===== src/rtl/cmpctl_params.svh =====
// Purpose: constants for the comparator control block
// Assumes: 100 MHz core_clk, one comparator, 6-bit I/O port
// Notes:   offsets are register indices on the plain register port
`ifndef CMPCTL_PARAMS_SVH
`define CMPCTL_PARAMS_SVH

// register map
`define CMPCTL_ADDR_W           4
`define CMPCTL_ADDR_MAIN        4'h0
`define CMPCTL_ADDR_INPUTS_IRQ  4'h1
`define CMPCTL_ADDR_FLAG        4'h2
`define CMPCTL_ADDR_MIRROR      4'h3
`define CMPCTL_ADDR_PORT        4'h4
`define CMPCTL_ADDR_ANALOG_SEL  4'h5
`define CMPCTL_ADDR_PIN_DIR     4'h6

// control register 0 fields
`define CMPCTL_MAIN_ENABLE      7
`define CMPCTL_MAIN_RESULT      6
`define CMPCTL_MAIN_PIN_DRIVE   5
`define CMPCTL_MAIN_INVERT      4
`define CMPCTL_MAIN_FILTER      3
`define CMPCTL_MAIN_SPEED       2
`define CMPCTL_MAIN_HYST        1
`define CMPCTL_MAIN_SYNC        0
`define CMPCTL_MAIN_WMASK       8'hbf
`define CMPCTL_MAIN_RESET       8'h04

// control register 1 fields
`define CMPCTL_IN_RISE_IRQ      7
`define CMPCTL_IN_FALL_IRQ      6
`define CMPCTL_IN_POS_HI        5
`define CMPCTL_IN_POS_LO        4
`define CMPCTL_IN_NEG           0
`define CMPCTL_IN_WMASK         8'hf1
`define CMPCTL_IN_RESET         8'h00

// positive channel codes
`define CMPCTL_POS_PIN          2'h0
`define CMPCTL_POS_CONV_REF     2'h1
`define CMPCTL_POS_FIXED_REF    2'h2
`define CMPCTL_POS_GROUND       2'h3

// port side
`define CMPCTL_PORT_W           6
`define CMPCTL_OUT_PIN_BIT      2
`define CMPCTL_ANALOG_RESET     6'h00
`define CMPCTL_PIN_DIR_RESET    6'h3f

// timing
`define CMPCTL_CLK_PERIOD_PS    10000
`define CMPCTL_FILTER_HOLD_NS   20
`define CMPCTL_FILTER_HOLD_CYC  ((`CMPCTL_FILTER_HOLD_NS * 1000 + `CMPCTL_CLK_PERIOD_PS - 1) / `CMPCTL_CLK_PERIOD_PS)
`define CMPCTL_CNT_W            4
`define CMPCTL_INSTR_CYCLES     4

`endif


===== src/rtl/cmpctl_pkg.sv =====
// Purpose: types shared by the comparator control files
// Assumes: constants live in cmpctl_params.svh
// Notes:   the analog bundle goes straight to the comparator core
package cmpctl_pkg;

    // controls toward the analog core and its input muxes
    typedef struct packed {
        logic       core_enable;
        logic       speed_power_select;
        logic       hysteresis_enable;
        logic [3:0] pos_route;
        logic [1:0] neg_route;
    } cmpctl_analog_s;

    // outputs toward other digital consumers
    typedef struct packed {
        logic timer_gate;
        logic waveform_shutdown;
        logic result_mirror;
    } cmpctl_consumer_s;

    typedef enum logic [0:0] {
        FLT_PASS,
        FLT_HOLD
    } cmpctl_filter_state_e;

endpackage


===== src/rtl/cmpctl_top.sv =====
// Purpose: digital control around one analog comparator
// Assumes: synchronous inputs except cmp_raw; register read data one cycle late
// Notes:   timer clock source is sampled, its falling edge found in core_clk
// Summary of operation
// - positive channel code 00 pin, 01 converter ref, 10 fixed ref, 11 ground
// - enable clear disconnects every comparator input
// - negative select bit picks first or second negative pin
// - filter holds each output change from reversing for 20 ns
// - control 0 bit 3 enables filter, bypassed when clear, resets zero
// - control 0 bit 7 enables comparator, off draws no power, resets zero
// - control 0 bit 6 reads comparison result after polarity
// - control 0 bit 4 inverts output for every consumer
// - control 0 bit 5 drives pin when direction bit clear, independent of enable
// - control 0 bit 2 resets one for fast mode, clear for low power
// - control 0 bit 1 drives hysteresis enable to analog core
// - sync bit makes timer and pin output update on timer clock falls
// - control 1 bit 7 lets rising result edges set the flag
// - control 1 bit 6 lets falling result edges set the flag
// - result goes to waveform generator as shutdown and restart source
// - port read returns zero for every analog-selected pin
// - software clears the flag; a simultaneous edge keeps it set
// - edge detection runs while disabled, on post-polarity result
// - result sampled once per instruction cycle, mirrored read-only
//
// Design decisions made here: the address-and-strobe port and the register offsets.
`timescale 1ns/1ps
`include "cmpctl_params.svh"
module cmpctl_top
    import cmpctl_pkg::*;
(
    // clock and reset
    input  wire logic                       core_clk,
    input  wire logic                       rst,
    // register port
    input  wire logic [`CMPCTL_ADDR_W-1:0]  reg_addr,
    input  wire logic [7:0]                 reg_wdata,
    input  wire logic                       reg_wr,
    input  wire logic                       reg_rd,
    output logic [7:0]                      reg_rdata,
    // analog comparator core
    input  wire logic                       cmp_raw,
    output cmpctl_analog_s                  analog_ctrl,
    // digital consumers
    input  wire logic                       timer_clk_src,
    output cmpctl_consumer_s                consumer_out,
    // output pin and I/O port
    input  wire logic [`CMPCTL_PORT_W-1:0]  port_pins_in,
    output logic                            pin_out,
    output logic                            pin_oe,
    // interrupt flag toward the interrupt controller
    output logic                            cmp_irq_flag
);

    // register state
    logic [7:0]                 ctrl_main_reg;
    logic [7:0]                 ctrl_inputs_reg;
    logic [`CMPCTL_PORT_W-1:0]  analog_select_reg;
    logic [`CMPCTL_PORT_W-1:0]  pin_direction_reg;
    logic                       cmp_irq_flag_reg;
    logic                       cmp_irq_flag_next;
    logic [7:0]                 reg_rdata_reg;
    logic [7:0]                 reg_rdata_next;

    // named control fields
    logic       cmp_enable;
    logic       pin_drive_enable;
    logic       result_invert;
    logic       glitch_filter_enable;
    logic       speed_power_select;
    logic       hysteresis_enable;
    logic       timer_sync_enable;
    logic       rise_irq_enable;
    logic       fall_irq_enable;
    logic [1:0] positive_channel_select;
    logic       negative_channel_select;

    // result path
    logic       sync1_reg;
    logic       sync2_reg;
    logic       gated_result;
    logic       filtered_result;
    logic       polar_result;
    logic [1:0] instr_cnt_reg;
    logic       instr_tick;
    logic       cmp_result_reg;
    logic       cmp_result_prev_reg;
    logic       rise_edge;
    logic       fall_edge;
    logic       edge_hit;

    // timer-synchronous output
    logic       timer_clk_prev_reg;
    logic       timer_fall;
    logic       timer_synced_reg;
    logic       external_result;

    // register writes that clear the flag
    logic       flag_clear;

    assign cmp_enable              = ctrl_main_reg[`CMPCTL_MAIN_ENABLE];
    assign pin_drive_enable        = ctrl_main_reg[`CMPCTL_MAIN_PIN_DRIVE];
    assign result_invert           = ctrl_main_reg[`CMPCTL_MAIN_INVERT];
    assign glitch_filter_enable    = ctrl_main_reg[`CMPCTL_MAIN_FILTER];
    assign speed_power_select      = ctrl_main_reg[`CMPCTL_MAIN_SPEED];
    assign hysteresis_enable       = ctrl_main_reg[`CMPCTL_MAIN_HYST];
    assign timer_sync_enable       = ctrl_main_reg[`CMPCTL_MAIN_SYNC];
    assign rise_irq_enable         = ctrl_inputs_reg[`CMPCTL_IN_RISE_IRQ];
    assign fall_irq_enable         = ctrl_inputs_reg[`CMPCTL_IN_FALL_IRQ];
    assign positive_channel_select =
        ctrl_inputs_reg[`CMPCTL_IN_POS_HI:`CMPCTL_IN_POS_LO];
    assign negative_channel_select = ctrl_inputs_reg[`CMPCTL_IN_NEG];

    // ---- register writes ----

    always_ff @(posedge core_clk) begin
        if (rst) begin
            // speed bit resets set, everything else clear
            ctrl_main_reg <= `CMPCTL_MAIN_RESET;
        end else if (reg_wr && reg_addr == `CMPCTL_ADDR_MAIN) begin
            // result bit is read-only, never stored
            ctrl_main_reg <= reg_wdata & `CMPCTL_MAIN_WMASK;
        end
    end

    always_ff @(posedge core_clk) begin
        if (rst) begin
            ctrl_inputs_reg <= `CMPCTL_IN_RESET;
        end else if (reg_wr && reg_addr == `CMPCTL_ADDR_INPUTS_IRQ) begin
            // unimplemented bits 3..1 stay zero
            ctrl_inputs_reg <= reg_wdata & `CMPCTL_IN_WMASK;
        end
    end

    always_ff @(posedge core_clk) begin
        if (rst) begin
            analog_select_reg <= `CMPCTL_ANALOG_RESET;
        end else if (reg_wr && reg_addr == `CMPCTL_ADDR_ANALOG_SEL) begin
            analog_select_reg <= reg_wdata[`CMPCTL_PORT_W-1:0];
        end
    end

    always_ff @(posedge core_clk) begin
        if (rst) begin
            pin_direction_reg <= `CMPCTL_PIN_DIR_RESET;
        end else if (reg_wr && reg_addr == `CMPCTL_ADDR_PIN_DIR) begin
            pin_direction_reg <= reg_wdata[`CMPCTL_PORT_W-1:0];
        end
    end

    // ---- analog core controls ----

    always_comb begin
        analog_ctrl                    = '0;
        // disabled core: no bias, no routes
        analog_ctrl.core_enable        = cmp_enable;
        analog_ctrl.speed_power_select = speed_power_select;
        analog_ctrl.hysteresis_enable  = hysteresis_enable;
        if (cmp_enable) begin
            case (positive_channel_select)
                `CMPCTL_POS_PIN:       analog_ctrl.pos_route = 4'h1;
                `CMPCTL_POS_CONV_REF:  analog_ctrl.pos_route = 4'h2;
                `CMPCTL_POS_FIXED_REF: analog_ctrl.pos_route = 4'h4;
                default:               analog_ctrl.pos_route = 4'h8;
            endcase
            analog_ctrl.neg_route = negative_channel_select ? 2'h2 : 2'h1;
        end else begin
            // every input switch opens while disabled
            analog_ctrl.pos_route = 4'h0;
            analog_ctrl.neg_route = 2'h0;
        end
    end

    // ---- result path ----

    // raw comparison is asynchronous to core_clk
    always_ff @(posedge core_clk) begin
        if (rst) begin
            sync1_reg <= 1'b0;
            sync2_reg <= 1'b0;
        end else begin
            sync1_reg <= cmp_raw;
            sync2_reg <= sync1_reg;
        end
    end

    // a powered-down core reads low, polarity still applies after it
    assign gated_result = sync2_reg & cmp_enable;

    // filter after gating, so an idle core never starts a hold
    cmpctl_glitch_filter u_glitch_filter (
        .core_clk      (core_clk),
        .rst           (rst),
        .filter_enable (glitch_filter_enable),
        .din           (gated_result),
        .dout          (filtered_result)
    );

    assign polar_result = filtered_result ^ result_invert;

    // instruction cycle strobe for the software-visible latch
    always_ff @(posedge core_clk) begin
        if (rst) begin
            instr_cnt_reg <= 2'h0;
        end else begin
            instr_cnt_reg <= instr_cnt_reg + 2'h1;
        end
    end

    assign instr_tick = (instr_cnt_reg == 2'(`CMPCTL_INSTR_CYCLES - 1));

    always_ff @(posedge core_clk) begin
        if (rst) begin
            cmp_result_reg <= 1'b0;
        end else if (instr_tick) begin
            cmp_result_reg <= polar_result;
        end
    end

    always_ff @(posedge core_clk) begin
        if (rst) begin
            cmp_result_prev_reg <= 1'b0;
        end else begin
            cmp_result_prev_reg <= cmp_result_reg;
        end
    end

    // edges seen even with the core off, so polarity or enable flips count
    assign rise_edge = cmp_result_reg & ~cmp_result_prev_reg;
    assign fall_edge = ~cmp_result_reg & cmp_result_prev_reg;
    assign edge_hit  = (rise_edge & rise_irq_enable)
                     | (fall_edge & fall_irq_enable);

    // ---- interrupt flag ----

    // writing zero to bit 0 of the flag register clears it
    assign flag_clear = reg_wr && reg_addr == `CMPCTL_ADDR_FLAG && !reg_wdata[0];

    always_comb begin
        cmp_irq_flag_next = cmp_irq_flag_reg;
        if (flag_clear) begin
            cmp_irq_flag_next = 1'b0;
        end
        // set beats clear so no edge is lost
        if (edge_hit) begin
            cmp_irq_flag_next = 1'b1;
        end
    end

    always_ff @(posedge core_clk) begin
        if (rst) begin
            cmp_irq_flag_reg <= 1'b0;
        end else begin
            cmp_irq_flag_reg <= cmp_irq_flag_next;
        end
    end

    assign cmp_irq_flag = cmp_irq_flag_reg;

    // ---- timer-synchronous external output ----

    // previous sample against the live source, so the fall is acted on at the first edge that sees it low
    assign timer_fall = timer_clk_prev_reg & ~timer_clk_src;

    always_ff @(posedge core_clk) begin
        if (rst) begin
            timer_clk_prev_reg <= 1'b0;
        end else begin
            timer_clk_prev_reg <= timer_clk_src;
        end
    end

    always_ff @(posedge core_clk) begin
        if (rst) begin
            timer_synced_reg <= 1'b0;
        end else if (timer_fall) begin
            // latch on the fall so the timer, counting on rises, sees no race
            timer_synced_reg <= polar_result;
        end
    end

    // unsynchronised mode passes straight through, not latched
    assign external_result = timer_sync_enable ? timer_synced_reg : polar_result;

    always_comb begin
        consumer_out                   = '0;
        consumer_out.timer_gate        = external_result;
        consumer_out.waveform_shutdown = polar_result;
        consumer_out.result_mirror     = cmp_result_reg;
    end

    // ---- output pin ----

    // override holds even with the core off
    assign pin_oe  = pin_drive_enable & ~pin_direction_reg[`CMPCTL_OUT_PIN_BIT];
    assign pin_out = pin_oe & external_result;

    // ---- register reads ----

    always_comb begin
        reg_rdata_next = 8'h00;
        case (reg_addr)
            `CMPCTL_ADDR_MAIN: begin
                reg_rdata_next = ctrl_main_reg;
                reg_rdata_next[`CMPCTL_MAIN_RESULT] = cmp_result_reg;
            end
            `CMPCTL_ADDR_INPUTS_IRQ: begin
                reg_rdata_next = ctrl_inputs_reg;
            end
            `CMPCTL_ADDR_FLAG: begin
                reg_rdata_next = {7'h00, cmp_irq_flag_reg};
            end
            `CMPCTL_ADDR_MIRROR: begin
                reg_rdata_next = {7'h00, cmp_result_reg};
            end
            `CMPCTL_ADDR_PORT: begin
                // analog pins read zero whatever their voltage
                reg_rdata_next = {2'h0, port_pins_in & ~analog_select_reg};
            end
            `CMPCTL_ADDR_ANALOG_SEL: begin
                reg_rdata_next = {2'h0, analog_select_reg};
            end
            `CMPCTL_ADDR_PIN_DIR: begin
                reg_rdata_next = {2'h0, pin_direction_reg};
            end
            default: begin
                reg_rdata_next = 8'h00;
            end
        endcase
    end

    // data stand one cycle after the strobe, zero otherwise
    always_ff @(posedge core_clk) begin
        if (rst) begin
            reg_rdata_reg <= 8'h00;
        end else if (reg_rd) begin
            reg_rdata_reg <= reg_rdata_next;
        end else begin
            reg_rdata_reg <= 8'h00;
        end
    end

    assign reg_rdata = reg_rdata_reg;

endmodule


===== src/rtl/cmpctl_glitch_filter.sv =====
// Purpose: zero latency anti-oscillation filter
// Assumes: din is already synchronous to core_clk
// Notes:   first change passes at once, reversal is blocked for the hold time
`timescale 1ns/1ps
`include "cmpctl_params.svh"
module cmpctl_glitch_filter
    import cmpctl_pkg::*;
(
    // clock and reset
    input  wire logic core_clk,
    input  wire logic rst,
    // control
    input  wire logic filter_enable,
    // data
    input  wire logic din,
    output logic      dout
);

    localparam logic [`CMPCTL_CNT_W-1:0] HOLD_CYC =
        `CMPCTL_CNT_W'(`CMPCTL_FILTER_HOLD_CYC);

    cmpctl_filter_state_e            state_reg;
    logic                            held_reg;
    logic [`CMPCTL_CNT_W-1:0]        cnt_reg;

    // no latency: outside the hold the input shows directly
    assign dout = (filter_enable && state_reg == FLT_HOLD) ? held_reg : din;

    always_ff @(posedge core_clk) begin
        if (rst) begin
            state_reg <= FLT_PASS;
            held_reg  <= 1'b0;
            cnt_reg   <= '0;
        end else begin
            case (state_reg)
                FLT_PASS: begin
                    held_reg <= din;
                    if (filter_enable && din != held_reg) begin
                        state_reg <= FLT_HOLD;
                        cnt_reg   <= HOLD_CYC - `CMPCTL_CNT_W'(1);
                    end
                end
                FLT_HOLD: begin
                    if (cnt_reg == '0 || !filter_enable) begin
                        state_reg <= FLT_PASS;
                    end else begin
                        cnt_reg <= cnt_reg - `CMPCTL_CNT_W'(1);
                    end
                end
                default: state_reg <= FLT_PASS;
            endcase
        end
    end

endmodule


===== config.mk =====
export PLATFORM = sky130hd
export DESIGN_NAME = cmpctl_top
export DESIGN_NICKNAME = d
export VERILOG_FILES = /design/src/rtl/cmpctl_pkg.sv /design/src/rtl/cmpctl_top.sv /design/src/rtl/cmpctl_glitch_filter.sv
export VERILOG_INCLUDE_DIRS = /design/src /design/src/rtl
export SDC_FILE = /design/constraint.sdc
export NUM_CORES = 1
export LEC_CHECK = 0
export ABC_AREA = 1
export BUFFER_PORTS_ARGS = -buffer_cell sky130_fd_sc_hd__buf_2
export CAP_MARGIN = 0
export CORE_ASPECT_RATIO = 0.75
export CORE_MARGIN = 3
export CORE_UTILIZATION = 33
export CTS_CLUSTER_DIAMETER = 100
export DETAILED_ROUTE_END_ITERATION = 8
export GPL_TIMING_DRIVEN = 0
export SETUP_SLACK_MARGIN = 0.15
export SLEW_MARGIN = 20
export SYNTH_ARGS = -nofsm -noshare
export SYNTH_HDL_FRONTEND = slang
export SYNTH_HIERARCHICAL = 1
export SYNTH_SLANG_ARGS = --single-unit
export TNS_END_PERCENT = 20

===== constraint.sdc =====
create_clock -name core_clk -period 1.28 [get_ports core_clk]
set_input_delay 0.128 -clock core_clk [delete_from_list [all_inputs] [get_ports core_clk]]
set_output_delay 0.128 -clock core_clk [all_outputs]
set_load 0.005 [all_outputs]

# Yosys cells after proc, flatten, opt, wreduce, memory -nomap -nowiden
# Index checks and enable logic that the tools add are counted.
[totals]
output_inout_bits = 23
register_bits = 47
in_bits = 24
elab_cells = 79
[classes]
n_bitwise = 18
reduce_logical = 17
n_eq_ne = 12
n_addsub = 2
muxes = 14
[ops]
columns = ["operator", "count"]
rows = [
  ["$pmux 8 s7", 1],
  ["$eq 4x3->1 const B", 3],
  ["$pmux 4 s3", 1],
  ["$and 1x1->1", 8],
  ["$eq 4x2->1 const B", 2],
  ["$logic_and 1x1->1", 8],
  ["$logic_not 4->1", 2],
  ["$mux 4", 2],
  ["$pmux 4 s2", 1],
  ["$and 6x6->6", 1],
  ["$mux 1", 6],
  ["$mux 6", 1],
  ["$not 1->1", 6],
  ["$not 6->6", 1],
  ["$eq 2x2->1 const B", 2],
  ["$eq 4x1->1 const B", 1],
  ["$sub 4x1->4 const B", 1],
  ["$add 2x1->2 const B", 1],
  ["$eq 2x1->1 const B", 1],
  ["$logic_not 1->1", 2],
  ["$logic_not 2->1", 1],
  ["$mux 2", 1],
  ["$ne 2x1->1 const B", 1],
  ["$ne 2x2->1 const B", 1],
  ["other kinds (8)", 8],
]

# Logic depth before layout (Yosys ltp)
[logic_depth]
word_depth = 5
ltp_mapped = 11

# Cells and area by module
# The synthesis kept the hierarchy.
[modules_own_cells]
columns = ["mod", "seq_area_each_um2", "area_per_inst_um2", "n_inst", "cells_per_inst"]
rows = [
  ["cmpctl_top", 820.8, 1831.8, 1, 267],
  ["cmpctl_glitch_filter", 120.1, 381.6, 1, 55],
]

# Worst setup path after synthesis
# No wires, ideal clock.
[synth_path]
path_kind = "register -> output"
startpoint = "reg u_glitch_filter.state_reg"
endpoint = "out consumer_out[2] (netlist name)"
path_stages_with_launch = 9
n_path_buf = 1
required_ns = 1.152
path_slack_ns = -0.031
t_arrival_ns = 1.183
cell_sequence = "dfxtp_1 -> nand2_2 -> o21ai_0 -> inv_1 -> nand2_1 -> nand2_1 -> o21ai_0 -> inv_1 -> buf_4"
[synth_between]
elab_chain_len = 4
[synth_rtl]
columns = ["item", "line_no", "source"]
rows = [
  ["from (decl)", "cmpctl_glitch_filter.sv:22", "cmpctl_filter_state_e state_reg;"],
  ["from (signal assigned)", "cmpctl_glitch_filter.sv:31", "state_reg <= FLT_PASS;"],
  ["from (signal assigned)", "cmpctl_glitch_filter.sv:39", "state_reg <= FLT_HOLD;"],
  ["from (signal assigned)", "cmpctl_glitch_filter.sv:45", "state_reg <= FLT_PASS;"],
  ["$logic_and 1x1->1", "cmpctl_glitch_filter.sv:27", "assign dout = (filter_enable && state_reg == FLT_HOLD) ? held_reg : din;"],
  ["$mux 1", "cmpctl_glitch_filter.sv:27", ""],
  ["net filtered_result", "cmpctl_top.sv:81", "logic filtered_result;"],
  ["$xor 1x1->1", "cmpctl_top.sv:198", "assign polar_result = filtered_result ^ result_invert;"],
  ["net polar_result", "cmpctl_top.sv:82", "logic polar_result;"],
  ["$mux 1", "cmpctl_top.sv:282", "assign external_result = timer_sync_enable ? timer_synced_reg : polar_result;"],
  ["to (decl)", "cmpctl_top.sv:45", "output cmpctl_consumer_s consumer_out,"],
]
# The timed path passes the listed nets, and every way through them passes these cells.

# Worst setup path in the final report
[layout_path]
startpoint = "reg u_glitch_filter.state_reg"
endpoint = "out pin_out"
[layout_between]
elab_chain_len = 5
[layout_rtl]
columns = ["item", "line_no", "source"]
rows = [
  ["$logic_and 1x1->1", "cmpctl_glitch_filter.sv:27", ""],
  ["$mux 1", "cmpctl_glitch_filter.sv:27", ""],
  ["net filtered_result", "cmpctl_top.sv:81", ""],
  ["$xor 1x1->1", "cmpctl_top.sv:198", ""],
  ["net polar_result", "cmpctl_top.sv:82", ""],
  ["$mux 1", "cmpctl_top.sv:282", ""],
  ["$and 1x1->1", "cmpctl_top.sv:295", "assign pin_out = pin_oe & external_result;"],
  ["to (decl)", "cmpctl_top.sv:48", "output logic pin_out,"],
]
# The timed path passes the listed nets, and every way through them passes these cells.

==> qor.csv <==
stage,metric,value,unit
routing,drtIter0Drc,152,
yosys,synth_cell_types,24,
power_and_ir_drop,cellPowerDensity,1074,nW/um2
floorplanning,die_w,100.6,um
global_route,grt_pass1_wl,9404,um
routing,dr.pass1.iters,4,
yosys,synth_commonest_cells,"62 x nand2_1, 47 x dfxtp_1, 45 x inv_1, 45 x nand3_1, 40 x nor2_1",
clocking,clock_sinks,47,
clocking,clk_pin_slew,0.09,ns
routing,drcViolationCount,0,
yosys,yosysMostFrequentCell,nand2_1,
timing,timing.fmax,612.8,MHz
yosys,netlist_instances,322,
cells_and_area,synthToLayoutAreaGrowth,27.70,%
yosys,yosys_warnings,6,
floorplanning,initial_core_util,34.52,%
timing,worst_slack,-0.3520,ns
yosys,yosys.area.top_type,dfxtp_1,
yosys,ys_seq_area_share,42.51,%
routing,via_per_inst,4.720,
timing,finalSetupViolations,5,
global_route,grt_max_degree,15,
critical_path,cp-start-kind,flop,
outcome,status,"complete, but fails checks",
power_and_ir_drop,power_frac_seq,49.6,%
clocking,cts_hold_buf,0,
critical_path,path_max_fanout,3,
yosys,syn_area,2213,um2
timing,max_slew_margin,66.40,%
timing,fin_crit_sh,127.5,%
routing,routed_wl,5884,um
timing,min_period,1.632,ns
yosys,synth.area.top_cells,"dfxtp_1 43%, nand2_1 11%, nand3_1 10%, inv_1 7.6%, nor2_1 6.8%",
min_path,min_path_type,in2reg,
timing,timing.hold.ws,0.01471,ns
critical_path,crit_required,1.15,ns
clocking,cts_made_buffers,5,
power_and_ir_drop,internal_power,0.002361,W
place,dpl_worst_slack,-0.3286,ns
critical_path,worst_ep_arrival_time,1.50,ns
yosys,ys_ff_latch,47,
place,globalplace.congestion,0.8232,
clocking,clockBufferDepth,2,
cells_and_area,fin_nets,409,
floorplanning,core_area,6412,um2
timing,finalClockSkew,0.003332,ns
clocking,ctsHtreeMaxLevel,2,
floorplanning,row_count,25,
floorplanning,die_area,7736,um2
timing,tightest_slew,0.5041,ns
floorplanning,io_pins,47,
floorplanning,die_h,76.93,um
power_and_ir_drop,p_leak,1.356,nW
cells_and_area,layout-drive-gt1-share,27.68,%
timing,drv_slew,0,
clocking,cts_tree,done,
global_route,grt_overflow_total,0,
power_and_ir_drop,power,0.003034,W
global_route,first_global_vias,1939,
power_and_ir_drop,combPwrFrac,8.2,%
yosys,synth_top_area_share,42.51,%
global_route,antenna_found_initial,0,
outcome,failed_checks,negative setup slack,
clocking,clk_latency,0.30,ns
routing,wire_per_inst,12.68,um
place,numPortBuffers,46,
cells_and_area,fin_cells,464,
yosys,synth_flop_cell,dfxtp_1,
yosys,synth.avg_cell_area,6.874,um2
cells_and_area,post-route-util,44.08,%
yosys,synth-edff-count,0,
power_and_ir_drop,swShare,22.19,%
cells_and_area,largest_register_ffs,8,
power_and_ir_drop,p_sw,0.0006734,W
power_and_ir_drop,vdd_drop_max,0.0003867,V
routing,drt.antenna.violating_nets,0,
routing,vias,2190,
place,dp_hpwl,4353,um
place,dp_cells,449,
clocking,cts-root-buf,clkbuf_8,
cells_and_area,n_antenna_cell,0,
yosys,async_flop_share,0,%
critical_path,critical_path_class,reg2out,
timing,hold_viol,0,
global_route,grt_use_total,15.34,%
timing,rsz0062_at_grt,yes,
job,drv_cap,0,
critical_path,cp-end-kind,output pin,
power_and_ir_drop,pwr-share-clk,42.2,%
yosys,synth_nets,349,
==> area by class of cell <==
class	instances	area, um2
plain buffers	16	97.59
clock buffers	6	72.57
clock inverters	2	60.06
fillers	658	3586
inverters	47	185.2
multi-input cells	212	1065
flip-flops and latches	47	952.2
well taps	81	101.3
repair buffers	53	292.8
==> stage by stage <==
step / cell area (um2) / setup TNS, ns
after global placement: 2551 / -2.035
after global routing: 2826 / -1.676
after detailed placement: 2551 / -2.467
after CTS: 2766 / -0.9502
after floorplan: 2220 / 0
final: 2826 / -0.9717
==> cell usage in the layout, fill, tap and decap left out, types with 2 or more instances in the layout <==
cell | synthesis | layout
inv_2 | 1 | 3
dfxtp_1 | 47 | 42
nand2_2 | 2 | 5
ha_1 | 3 | 3
clkbuf_1 | 4 | 4
nor2_2 | 3 | 3
nand2_1 | 62 | 58
dfxtp_4 | 0 | 2
nand4_1 | 3 | 3
buf_6 | 0 | 3
nand3_1 | 45 | 45
nor3_2 | 0 | 5
nand2_4 | 2 | 3
a21oi_2 | 2 | 2
buf_2 | 5 | 50
clkbuf_8 | 0 | 5
inv_1 | 45 | 41
o21ai_0 | 15 | 13
nor2_1 | 40 | 40
bufinv_16 | 0 | 2
dfxtp_2 | 0 | 3
a21oi_1 | 25 | 25
buf_4 | 7 | 12
==> layer usage <==
layer | up-vias | track usage [%] | part of all wire (%)
met3 | 7 | 4.000 | 11
met5 | - | 0 | 0
met2 | 74 | 21.96 | 42
met4 | 0 | 2.826 | 0.75
li1 | 1137 | - | -
met1 | 972 | 23.10 | 47
==> kinds of logic after synthesis <==
| family | share of synthesized area (%) |
|---|---|
| buffers and inverters | 12.21 |
| flip-flops | 42.51 |
| AND/OR/NAND/NOR | 32.90 |
| AO/OA/AOI/OAI | 10.68 |
| adder cells (fa/ha/maj) | 1.696 |
==> worst max-delay path: stages, from the launching register on <==
cell,delay (ns)
dfxtp_4,0.37
nand2_4,0.07
o21ai_4,0.15
inv_1,0.05
nand2_1,0.06
nand2_2,0.06
o21ai_2,0.15
buf_4,0.14
nor3_2,0.03
buf_2,0.12
==> path summary, 6_finish.rpt <==
check / start / endpoint / slack (ns) / cells after the start
min: rst / u_glitch_filter/cnt_reg[2] / 0.01 / 2
min reg2reg: sync1_reg / sync2_reg / 0.41 / 2
max reg2reg: u_glitch_filter/state_reg / u_glitch_filter/cnt_reg[1] / 0.06 / 7
max: u_glitch_filter/state_reg / pin_out / -0.35 / 9
==> power by group through the flow <==
stage                     combinational [W]  clock [W]  sequential, W
after floorplan                    0.000130          0        0.00154
after global placement             0.000233          0        0.00154
after detailed placement           0.000236          0        0.00154
after CTS                          0.000246    0.00131        0.00150
after global routing               0.000280    0.00138        0.00151
final                              0.000249    0.00128        0.00151
==> repair_timing <==
| action | 4_1_cts | 5_1_grt |
|---|---|---|
| setup endpoints to repair | 20 | 20 |
| pin swaps | 6 | 4 |
| resized for setup | 15 | 14 |
| buffers inserted | 6 | 1 |
Power figures use the tool's default switching activity.
